==> src/core/clf_pkg.sv <==
// constants and types for the comm loss failsafe block
// Function
// after host silence longer than the timeout, outputs go failsafe.
// in failsafe each digital output takes its configured off or on level.
// in failsafe each pwm output runs at its configured fixed duty percent.
// in failsafe the step pulse generator enters emergency mode, no setting.
// each pwm channel has its own enable, independent of the other channels.
// each pwm duty spans 0% (never active) to 100% (always active).
// an 8-bit host-writable user identifier holds any value from 0 to 255.
// the reset switch held at usb connect starts the device in recovery mode.
// in recovery mode the green status indicator flashes rapidly.
// recovery mode accepts host commands to erase config or reload firmware.
// all pwm channels share one period, each with its own duty.
// pwm period and duty count cycles of a 25 MHz module clock.
// the timeout counter restarts on each host message, trips at the period.
package clf_pkg;
  // ----------------------------------------
  // sizes and clocks
  // ----------------------------------------
  localparam int CLF_N_DOUT = 8;
  localparam int CLF_N_PWM = 4;
  localparam int CLF_PWM_W = 32;
  localparam int CLF_TMO_W = 32;
  localparam int CLF_SYS_HZ = 50000000;
  localparam int CLF_PWM_HZ = 25000000;
  localparam int CLF_PWM_DIV = CLF_SYS_HZ / CLF_PWM_HZ;
  // rapid flash half period, 62 ms
  localparam int CLF_FLASH_MS = 62;
  localparam int CLF_FLASH_CYC = CLF_FLASH_MS * (CLF_SYS_HZ / 1000);
  localparam logic [CLF_TMO_W-1:0] CLF_TMO_RST = 32'h02FA_F080;
  localparam logic [6:0] CLF_PCT_MAX = 7'h64;

  // ----------------------------------------
  // types
  // ----------------------------------------
  typedef enum logic [2:0] {
    CLF_ST_BOOT = 3'b001,
    CLF_ST_NORM = 3'b010,
    CLF_ST_RECOV = 3'b100
  } clf_mode_e;

  typedef struct packed {
    logic erase;
    logic reload;
  } clf_recov_cmd_s;

  typedef struct packed {
    logic [CLF_N_DOUT-1:0] level;
    logic [CLF_N_PWM-1:0][6:0] pct;
  } clf_fs_cfg_s;
endpackage : clf_pkg

==> src/core/clf_top.sv <==
// comm loss failsafe supervisor with pwm, user id and recovery entry
`timescale 1ns/10ps
`default_nettype none
module clf_top
  import clf_pkg::*;
(
  // clock and reset
  input wire logic ref_clk,
  input wire logic reset,
  // host message side
  input wire logic msg_valid,
  input wire logic [CLF_TMO_W-1:0] fs_period,
  input wire clf_fs_cfg_s fs_cfg,
  // normal output values
  input wire logic [CLF_N_DOUT-1:0] dout_norm,
  input wire logic [CLF_PWM_W-1:0] pwm_period,
  input wire logic [CLF_N_PWM-1:0][CLF_PWM_W-1:0] pwm_duty,
  input wire logic [CLF_N_PWM-1:0] pwm_en,
  // user id write
  input wire logic uid_we,
  input wire logic [7:0] uid_wdata,
  // recovery entry and commands
  input wire logic reset_sw,
  input wire logic usb_attach,
  input wire clf_recov_cmd_s recov_cmd,
  // outputs
  output logic [CLF_N_DOUT-1:0] dout,
  output logic [CLF_N_PWM-1:0] pwm_out,
  output logic step_emerg,
  output logic failsafe,
  output logic [7:0] user_id,
  output logic recovery,
  output logic led_green,
  output logic cfg_erase,
  output logic fw_reload
);
  // ----------------------------------------
  // helpers
  // ----------------------------------------
  // percent of period, computed wide to avoid overflow
  function automatic logic [CLF_PWM_W-1:0] pct_to_cyc(
    input logic [CLF_PWM_W-1:0] per, input logic [6:0] pct);
    logic [CLF_PWM_W+6:0] prod;
    prod = per * pct;
    return CLF_PWM_W'(prod / CLF_PCT_MAX);
  endfunction : pct_to_cyc

  // ----------------------------------------
  // pin synchronisers
  // ----------------------------------------
  logic [2:0] sw_sync_q;
  logic [2:0] usb_sync_q;
  logic sw_lvl_q;
  logic usb_lvl_q;
  logic usb_prev_q;
  always_ff @(posedge ref_clk) begin
    if (reset) begin
      sw_sync_q <= 3'h0;
      usb_sync_q <= 3'h0;
      sw_lvl_q <= 1'b0;
      usb_lvl_q <= 1'b0;
      usb_prev_q <= 1'b0;
    end else begin
      sw_sync_q <= {sw_sync_q[1:0], reset_sw};
      usb_sync_q <= {usb_sync_q[1:0], usb_attach};
      if (sw_sync_q[1] == sw_sync_q[2]) begin
        sw_lvl_q <= sw_sync_q[2];
      end
      if (usb_sync_q[1] == usb_sync_q[2]) begin
        usb_lvl_q <= usb_sync_q[2];
      end
      usb_prev_q <= usb_lvl_q;
    end
  end

  // ----------------------------------------
  // boot mode
  // ----------------------------------------
  clf_mode_e mode_q;
  always_ff @(posedge ref_clk) begin
    if (reset) begin
      mode_q <= CLF_ST_BOOT;
    end else begin
      case (mode_q)
        CLF_ST_BOOT: begin
          // switch held at connect
          if (usb_lvl_q && !usb_prev_q) begin
            mode_q <= sw_lvl_q ? CLF_ST_RECOV : CLF_ST_NORM;
          end
        end
        // unplug returns to boot so next connect decides again
        CLF_ST_NORM, CLF_ST_RECOV: begin
          if (!usb_lvl_q) begin
            mode_q <= CLF_ST_BOOT;
          end
        end
        default: mode_q <= CLF_ST_BOOT;
      endcase
    end
  end
  logic in_recov;
  assign in_recov = (mode_q == CLF_ST_RECOV);

  // ----------------------------------------
  // recovery outputs
  // ----------------------------------------
  logic [25:0] flash_cnt_q;
  always_ff @(posedge ref_clk) begin
    if (reset) begin
      recovery <= 1'b0;
      led_green <= 1'b0;
      flash_cnt_q <= 26'h0;
      cfg_erase <= 1'b0;
      fw_reload <= 1'b0;
    end else begin
      recovery <= in_recov;
      // rapid green flash
      if (!in_recov) begin
        flash_cnt_q <= 26'h0;
        led_green <= (mode_q == CLF_ST_NORM);
      end else if (flash_cnt_q == 26'(CLF_FLASH_CYC - 1)) begin
        flash_cnt_q <= 26'h0;
        led_green <= !led_green;
      end else begin
        flash_cnt_q <= flash_cnt_q + 26'h1;
      end
      // commands honoured only in recovery
      cfg_erase <= in_recov && recov_cmd.erase;
      fw_reload <= in_recov && recov_cmd.reload;
    end
  end

  // ----------------------------------------
  // user id
  // ----------------------------------------
  always_ff @(posedge ref_clk) begin
    if (reset) begin
      user_id <= 8'h00;
    end else if (uid_we) begin
      // any 8-bit value
      user_id <= uid_wdata;
    end
  end

  // ----------------------------------------
  // failsafe timeout
  // ----------------------------------------
  logic [CLF_TMO_W-1:0] tmo_cnt_q;
  always_ff @(posedge ref_clk) begin
    if (reset) begin
      tmo_cnt_q <= '0;
      failsafe <= 1'b0;
    end else if (msg_valid) begin
      // restart on message
      tmo_cnt_q <= '0;
      failsafe <= 1'b0;
    end else if (tmo_cnt_q >= fs_period) begin
      // silence longer than period
      failsafe <= 1'b1;
    end else begin
      tmo_cnt_q <= tmo_cnt_q + 1'b1;
    end
  end

  // ----------------------------------------
  // digital outputs and step generator
  // ----------------------------------------
  always_ff @(posedge ref_clk) begin
    if (reset) begin
      dout <= '0;
      step_emerg <= 1'b0;
    end else begin
      // preset level per output
      dout <= failsafe ? fs_cfg.level : dout_norm;
      // emergency on failsafe
      step_emerg <= failsafe;
    end
  end

  // ----------------------------------------
  // pwm module on 25 MHz enable
  // ----------------------------------------
  logic pwm_tick_q;
  logic [CLF_PWM_W-1:0] pwm_cnt_q;
  always_ff @(posedge ref_clk) begin
    if (reset) begin
      pwm_tick_q <= 1'b0;
    end else begin
      // 25 MHz count enable
      pwm_tick_q <= !pwm_tick_q;
    end
  end

  // one shared period counter
  always_ff @(posedge ref_clk) begin
    if (reset) begin
      pwm_cnt_q <= '0;
    end else if (pwm_tick_q) begin
      if (pwm_cnt_q + 1'b1 >= pwm_period) begin
        pwm_cnt_q <= '0;
      end else begin
        pwm_cnt_q <= pwm_cnt_q + 1'b1;
      end
    end
  end

  always_ff @(posedge ref_clk) begin
    if (reset) begin
      pwm_out <= '0;
    end else begin
      for (int i = 0; i < CLF_N_PWM; i++) begin
        // fixed percent in failsafe; R6: duty>=period is 100%
        if (!pwm_en[i]) begin
          // per channel enable
          pwm_out[i] <= 1'b0;
        end else if (failsafe) begin
          pwm_out[i] <= pwm_cnt_q <
            pct_to_cyc(pwm_period, fs_cfg.pct[i]);
        end else begin
          pwm_out[i] <= pwm_cnt_q < pwm_duty[i];
        end
      end
    end
  end
endmodule : clf_top
`default_nettype wire
==> config.mk <==
export PLATFORM = sky130hd
export DESIGN_NAME = clf_top
export DESIGN_NICKNAME = d
export VERILOG_FILES = /design/src/core/clf_pkg.sv /design/src/core/clf_top.sv
export SDC_FILE = /design/constraint.sdc
export NUM_CORES = 2
export LEC_CHECK = 0
export ABC_AREA = 1
export ABC_CLOCK_PERIOD_IN_PS = 22000
export BUFFER_PORTS_ARGS = -buffer_cell sky130_fd_sc_hd__buf_4
export CORE_ASPECT_RATIO = 0.7
export CORE_MARGIN = 1.5
export CORE_UTILIZATION = 35
export CTS_CLUSTER_DIAMETER = 30
export DETAILED_ROUTE_END_ITERATION = 7
export PLACE_DENSITY = 0.58
export SLEW_MARGIN = 20
export SYNTH_ARGS = -nofsm -noshare
export SYNTH_HDL_FRONTEND = slang
export SYNTH_SLANG_ARGS = --single-unit
==> constraint.sdc <==
create_clock -name ref_clk -period 22 [get_ports ref_clk]
set_input_delay 2.2 -clock ref_clk [delete_from_list [all_inputs] [get_ports ref_clk]]
set_output_delay 2.2 -clock ref_clk [all_outputs]
set_load 0.01 [all_outputs]
== After elaboration in Yosys (flattened, before gate mapping) ==
Index checks and enable logic that the tools add are counted.

* Output and inout port bits: 26
* Register bits: 129
* Logic and storage cells: 83
* Bits of input ports: 256

* Add/subtract/negate cells: 3
* Muxes and demuxes: 12
* Equal/unequal tests: 9
* Div/mod/pow operators: 4
* Bitwise operators: 5
* Reductions and logical operators: 14
* Magnitude comparators: 10
* Multipliers: 4

{| class="wikitable"
|+ Operators by type and width
! operator !! count
|-
| less-than comparator 32 bit || 8
|-
| divider 39 x 7 -> 39 bit (second input constant) || 4
|-
| multiplier 32 x 7 -> 39 bit || 4
|-
| adder 32 x 1 -> 32 bit (second input constant) || 2
|-
| >= comparator 32 bit || 2
|-
| two-way mux 32 bit || 1
|-
| adder 26 x 1 -> 26 bit (second input constant) || 1
|-
| == test 26 x 22 -> 1 bit (second input constant) || 1
|-
| OR reduction 2 bit || 6
|-
| two-way mux 3 bit || 3
|-
| two-way mux 8 bit || 1
|-
| two-way mux 1 bit || 6
|-
| case mux 3 bit (2 select lines) || 1
|-
| NOT 1 bit || 5
|-
| != test 2 bit (second input constant) || 2
|-
| == test 3 x 1 -> 1 bit (second input constant) || 1
|-
| == test 3 x 2 -> 1 bit (second input constant) || 1
|-
| == test 3 bit (second input constant) || 1
|-
| logical AND 1 bit || 3
|-
| logical NOT 1 bit || 3
|-
| OR reduction 3 bit || 1
|-
| == test 1 bit || 2
|-
| != test 2 x 1 -> 1 bit (second input constant) || 1
|-
| AND reduction 2 bit || 1
|}

== Longest topological paths before layout ==
* Depth after elaboration: 4
* Depth in mapped cells: 209
* Mapped depth without buffers: 207

== Worst setup path before layout ==
Ideal clock, no wire load.

* Path type: input-to-reg
* Start point: in pwm_period[24]
* End point: reg pwm_out[0]
* Path buffers: 2
* Setup time: 70 ps
* Setup slack: 2355 ps
* Data required time: 21930 ps
* Arrival time: 19576 ps
* Cell stages on the path: 166
* Path through: clkbuf_1 > buf_1 > nand2_1 > fa_1 > inv_1 > fa_1 > fa_1 > inv_1 > fa_1 > inv_1 > ha_1 > nand2_1 > nor2_1 > nand2_1 > nor3_1 > nand3_1 > nand3_1 > nand2_1 > (+130 left out) > nand3_1 > nand2_2 > nor2_1 > nand2_2 > nand2_2 > inv_1 > ha_1 > nand2_1 > nand2_1 > nand2_1 > nand2_1 > nand2_1 > nand2_1 > nand2_1 > nand2_1 > nand2_1 > nand2_1 > a21oi_1

* Cells in the longest elaborated chain, start to end: 4

{| class="wikitable"
|+ RTL lines
! what !! RTL line !! text
|-
| start, declared || clf_top.sv:16 || <nowiki>input wire logic [CLF_PWM_W-1:0] pwm_period,</nowiki>
|-
| multiplier 32 x 7 -> 39 bit || clf_top.sv:44 || <nowiki>prod = per * pct;</nowiki>
|-
| divider 39 x 7 -> 39 bit || clf_top.sv:45 || <nowiki>return CLF_PWM_W'(prod / CLF_PCT_MAX);</nowiki>
|-
| less-than comparator 32 bit || clf_top.sv:217 || <nowiki>pwm_out[i] <= pwm_cnt_q <</nowiki>
|-
| two-way mux 1 bit || clf_top.sv:216 || <nowiki>end else if (failsafe) begin</nowiki>
|-
| end signal, assigned by index || clf_top.sv:217 ||
|-
| end signal, assigned by index || clf_top.sv:220 || <nowiki>pwm_out[i] <= pwm_cnt_q < pwm_duty[i];</nowiki>
|-
| end, declared || clf_top.sv:28 || <nowiki>output logic [CLF_N_PWM-1:0] pwm_out,</nowiki>
|}

No other way between the ends.
A chain may end at the register's enable or synchronous reset.

== Worst setup path after layout ==
* Start point: in pwm_period[8]
* End point: reg pwm_out[3]

Same word-level chain as after synthesis.

==> reports/results.md <==
| Metric | Value | Unit |
|---|---|---|
| Crit path setup slack, layout | 0.6465 | ns |
| Largest net degree at the start of global routing | 33 | - |
| Number of distinct library cells after synthesis | 80 | - |
| Max_slew headroom | 0.2713 | - |
| Number of DRC violations after detailed-routing iteration 0 | 5152 | - |
| Vert. Die Dim | 370.6 | um |
| TritonRoute pass-1 iters | 8 | - |
| Post-synthesis instance area | 67570 | sq um |
| Post-Syn Nets | 12100 | - |
| Asr flop ratio synth | 0 | - |
| Drt total wl | 230600 | um |
| Share of cells above drive strength 1 | 0.2542 | - |
| Mean instance size in the synthesized netlist | 6.314 | sq um |
| Post-synthesis xor/xnor area fraction | 0.02233 | - |
| Maximum operating frequency | 46.83 | MHz |
| Clock Sink Count | 129 | - |
| Clock tree buffer depth | 2 | - |
| Sequential cell area fraction in the yosys report | 0.03822 | - |
| Routability congestion estimate from global placement | 0.9714 | - |
| Peak fanout along the critical path | 17 | - |
| Total global-route track usage | 0.2220 | - |
| Count of final hold-check violations | 0 | - |
| Period utilisation layout | 0.9706 | - |
| Layout-stage area growth over the synthesis result | 19.79 | % |
| Layer with the highest usage | met2 | - |
| Share of synthesized area spent on multiplexers | 0 | - |
| Die Outline Area | 195700 | sq um |
| Primary FF master, synth | sky130_fd_sc_hd__dfxtp_1 | - |
| Clock-pin slew reported for the worst setup and hold paths after clock tree synthesis | 0.09 | ns |
| Ys Warns | 0 | - |
| Dominant combinational cell family by area after synthesis | simple AND/OR/NAND/NOR gates | - |
| Top cells by instance count after synthesis | sky130_fd_sc_hd__nand2_1, sky130_fd_sc_hd__inv_1, sky130_fd_sc_hd__nand2_2 | - |
| Sort of element at the start of the critical path | input port | - |
| Area share of the leading cell type in the synthesized netlist | 0.1766 | - |
| Category of the critical setup timing path | input port to register | - |
| Arrival @ worst endpoint | 21.80 | ns |
| Critical path's largest stage delay | 0.55 | ns |
| Adder and majority cell fraction of the synthesized area | 0.2771 | - |
| Core Area | 191100 | sq um |
| Met3 layer usage reported by global route | 0.02682 | - |
| Site row count | 134 | - |
| Yosys top cell by area | sky130_fd_sc_hd__fa_1 | - |
| Final core area utilization | 0.4235 | - |
| Measured slew at the worst slew-check pin | 1.085 | ns |
| Post-synthesis sequential element count | 129 | - |
| Result of the run | finished clean | - |
| Clk_lat worst skew | 0.50 | ns |
| Number of H-tree branching levels | 4 | - |
| Via density per instance | 4.926 | - |
| CTS buffer count | 17 | - |
| Fraction of the mapped netlist area in simple logic gates | 0.4275 | - |
| Port Buffer Count | 281 | - |
| Final worst hold slack | 0.4056 | ns |
| CTS tree | yes | - |
| Starting utilization of the core area | 0.3535 | - |
| Crit path time final | 21.35 | ns |
| Cell types with the largest area share after synthesis | sky130_fd_sc_hd__fa_1, sky130_fd_sc_hd__nand2_1, sky130_fd_sc_hd__inv_1 | - |
| Total I/O pin count | 282 | - |
| Half-perimeter wire length after detailed placement | 180800 | um |
| GR Layer Usage met2 | 0.3484 | - |
| CTS Root Cell | sky130_fd_sc_hd__clkbuf_16 | - |
| CP endpoint kind | register | - |
| Gate Count Post-Synth | 10700 | - |
| Type of the tightest min-delay check | register to register | - |
| GR Overflow Total | 0 | - |
| First-pass GRT wire length | 347400 | um |
| Sum Neg Setup Slack | 0 | ns |
| Setup repair after global routing missed its margin | true | - |
| Number of antenna violations at the first check in global routing | 16 | - |
| Count of hold buffers inserted by post-cts repair | 0 | - |
| Post-Place Worst Slack | -0.8508 | ns |
| Via count of the first global-routing pass | 63880 | - |
| Total via count after detailed routing | 68060 | - |
| Met1 global-route usage | 0.3205 | - |
| Worst Path Required | 22.44 | ns |
| # Max-Cap Violations | 0 | - |
| Cell type of the slowest stage on the worst timing path | sky130_fd_sc_hd__fa_1 | - |
| Most common cell in the synthesized netlist | sky130_fd_sc_hd__nand2_1 | - |
| Routed wirelength normalized by instance count | 16.69 | um |
| Final net count | 12680 | - |
| Most repeated library cell on the critical path | sky130_fd_sc_hd__nand2_2 | - |
| Synth Area in Compound Gates | 0.07787 | - |
| Width of the chip | 528.2 | um |
| Worst Skew | 0.02950 | ns |
| Antenna viol nets, final | 0 | - |
| Number of remaining DRC errors | 0 | - |
| Final count of negative-setup-slack endpoints | 0 | - |
| Count of flip-flops with a built-in enable after synthesis | 0 | - |
| Count of pins over their slew limit | 0 | - |
[metrics by stage]
step                      instances  cell area [sq um]
after floorplan               10700              67570
after global placement        13650              74740
after detailed placement      13650              74740
after CTS                     13680              75480
after global routing          13820              80940
final                         13820              80940
[what timing repair did]
item	4_1_cts	5_1_grt
gates cloned	0	11
resized for setup	36	924
buffers inserted	3	125
pin swaps	8	327
endpoints found under the setup margin	2	4
[state kept, by name, indices dropped and copies added (netlist names)]
signal / count
pwm_cnt_q: 32
tmo_cnt_q: 32
flash_cnt_q: 26
dout: 8
user_id: 8
pwm_out: 4
mode_q: 3
sw_sync_q: 3
usb_sync_q: 3
cfg_erase: 1
failsafe: 1
fw_reload: 1
led_green: 1
pwm_tick_q: 1
recovery: 1
step_emerg: 1
sw_lvl_q: 1
usb_lvl_q: 1
usb_prev_q: 1
[cells in the final DEF (no fill, tap or decap), types with 32 or more instances in the layout]
cell | netlist | layout
sky130_fd_sc_hd__buf_4 | 0 | 659
sky130_fd_sc_hd__nand2_4 | 264 | 357
sky130_fd_sc_hd__nand2_2 | 708 | 703
sky130_fd_sc_hd__nand3_1 | 635 | 574
sky130_fd_sc_hd__nand2_1 | 2818 | 2717
sky130_fd_sc_hd__a21oi_1 | 345 | 287
sky130_fd_sc_hd__nor2_4 | 67 | 125
sky130_fd_sc_hd__nor2_1 | 471 | 399
sky130_fd_sc_hd__o21ai_1 | 135 | 143
sky130_fd_sc_hd__nand4_4 | 7 | 48
sky130_fd_sc_hd__fa_1 | 596 | 593
sky130_fd_sc_hd__clkinv_1 | 35 | 32
sky130_fd_sc_hd__inv_2 | 211 | 221
sky130_fd_sc_hd__nand3_2 | 91 | 133
sky130_fd_sc_hd__a21oi_2 | 13 | 58
sky130_fd_sc_hd__buf_12 | 0 | 42
sky130_fd_sc_hd__o21ai_0 | 178 | 150
sky130_fd_sc_hd__ha_1 | 543 | 466
sky130_fd_sc_hd__nand3_4 | 14 | 33
sky130_fd_sc_hd__xnor2_1 | 59 | 59
sky130_fd_sc_hd__nand4_1 | 218 | 218
sky130_fd_sc_hd__inv_1 | 2263 | 2253
sky130_fd_sc_hd__nor3_1 | 66 | 60
sky130_fd_sc_hd__xor2_1 | 107 | 105
sky130_fd_sc_hd__o21ai_2 | 19 | 38
sky130_fd_sc_hd__nor2_2 | 96 | 110
sky130_fd_sc_hd__dfxtp_1 | 129 | 128
sky130_fd_sc_hd__ha_4 | 0 | 49
[metal layers]
layer  wire (um)  vias up
met5          76        -
met2       99880     2026
met1      107700    31830
li1            -    33950
met4        6680       14
met3       16260      247
[critical path: cells and delay by family]
family          cells  cell delay [ns]
fa+ha+maj           6             2.71
simple gates      140            14.09
compound gates      7             1.13
buf+inv            19             1.59
[cell type report]
type                    instances  area, sq um
fillers                     19820       110200
multi-input cells            7820        57740
inverters                    2556         9854
repair buffers                763         7019
well taps                    2516         3148
flip-flops and latches        129         2584
clock buffers                  17        425.4
clock inverters                15        161.4
diodes                          1        2.502
[final timing paths]
path	cells after the start	start	endpoint	slack, ns
setup / recovery	172	pwm_period[8]	pwm_out[3]$_SDFF_PP0_	0.65
hold / removal	2	sw_sync_q[0]$_SDFF_PP0_	sw_sync_q[1]$_SDFF_PP0_	0.41
setup reg to reg	22	pwm_cnt_q[0]$_SDFFE_PP0P_	pwm_cnt_q[20]$_SDFFE_PP0P_	16.28
hold reg to reg	2	sw_sync_q[0]$_SDFF_PP0_	sw_sync_q[1]$_SDFF_PP0_	0.41
[cell families after synthesis]
| family | count (synthesis) |
|---|---|
| AND/OR/NAND/NOR | 5609 |
| buffers and inverters | 2752 |
| AO/OA/AOI/OAI | 904 |
| flip-flops | 129 |
| XOR/XNOR | 168 |
| adder cells (fa/ha/maj) | 1139 |
Power is left out: the tool's default activity adds up to more than one toggle a clock period on the data nets, which glitch-free logic cannot reach.
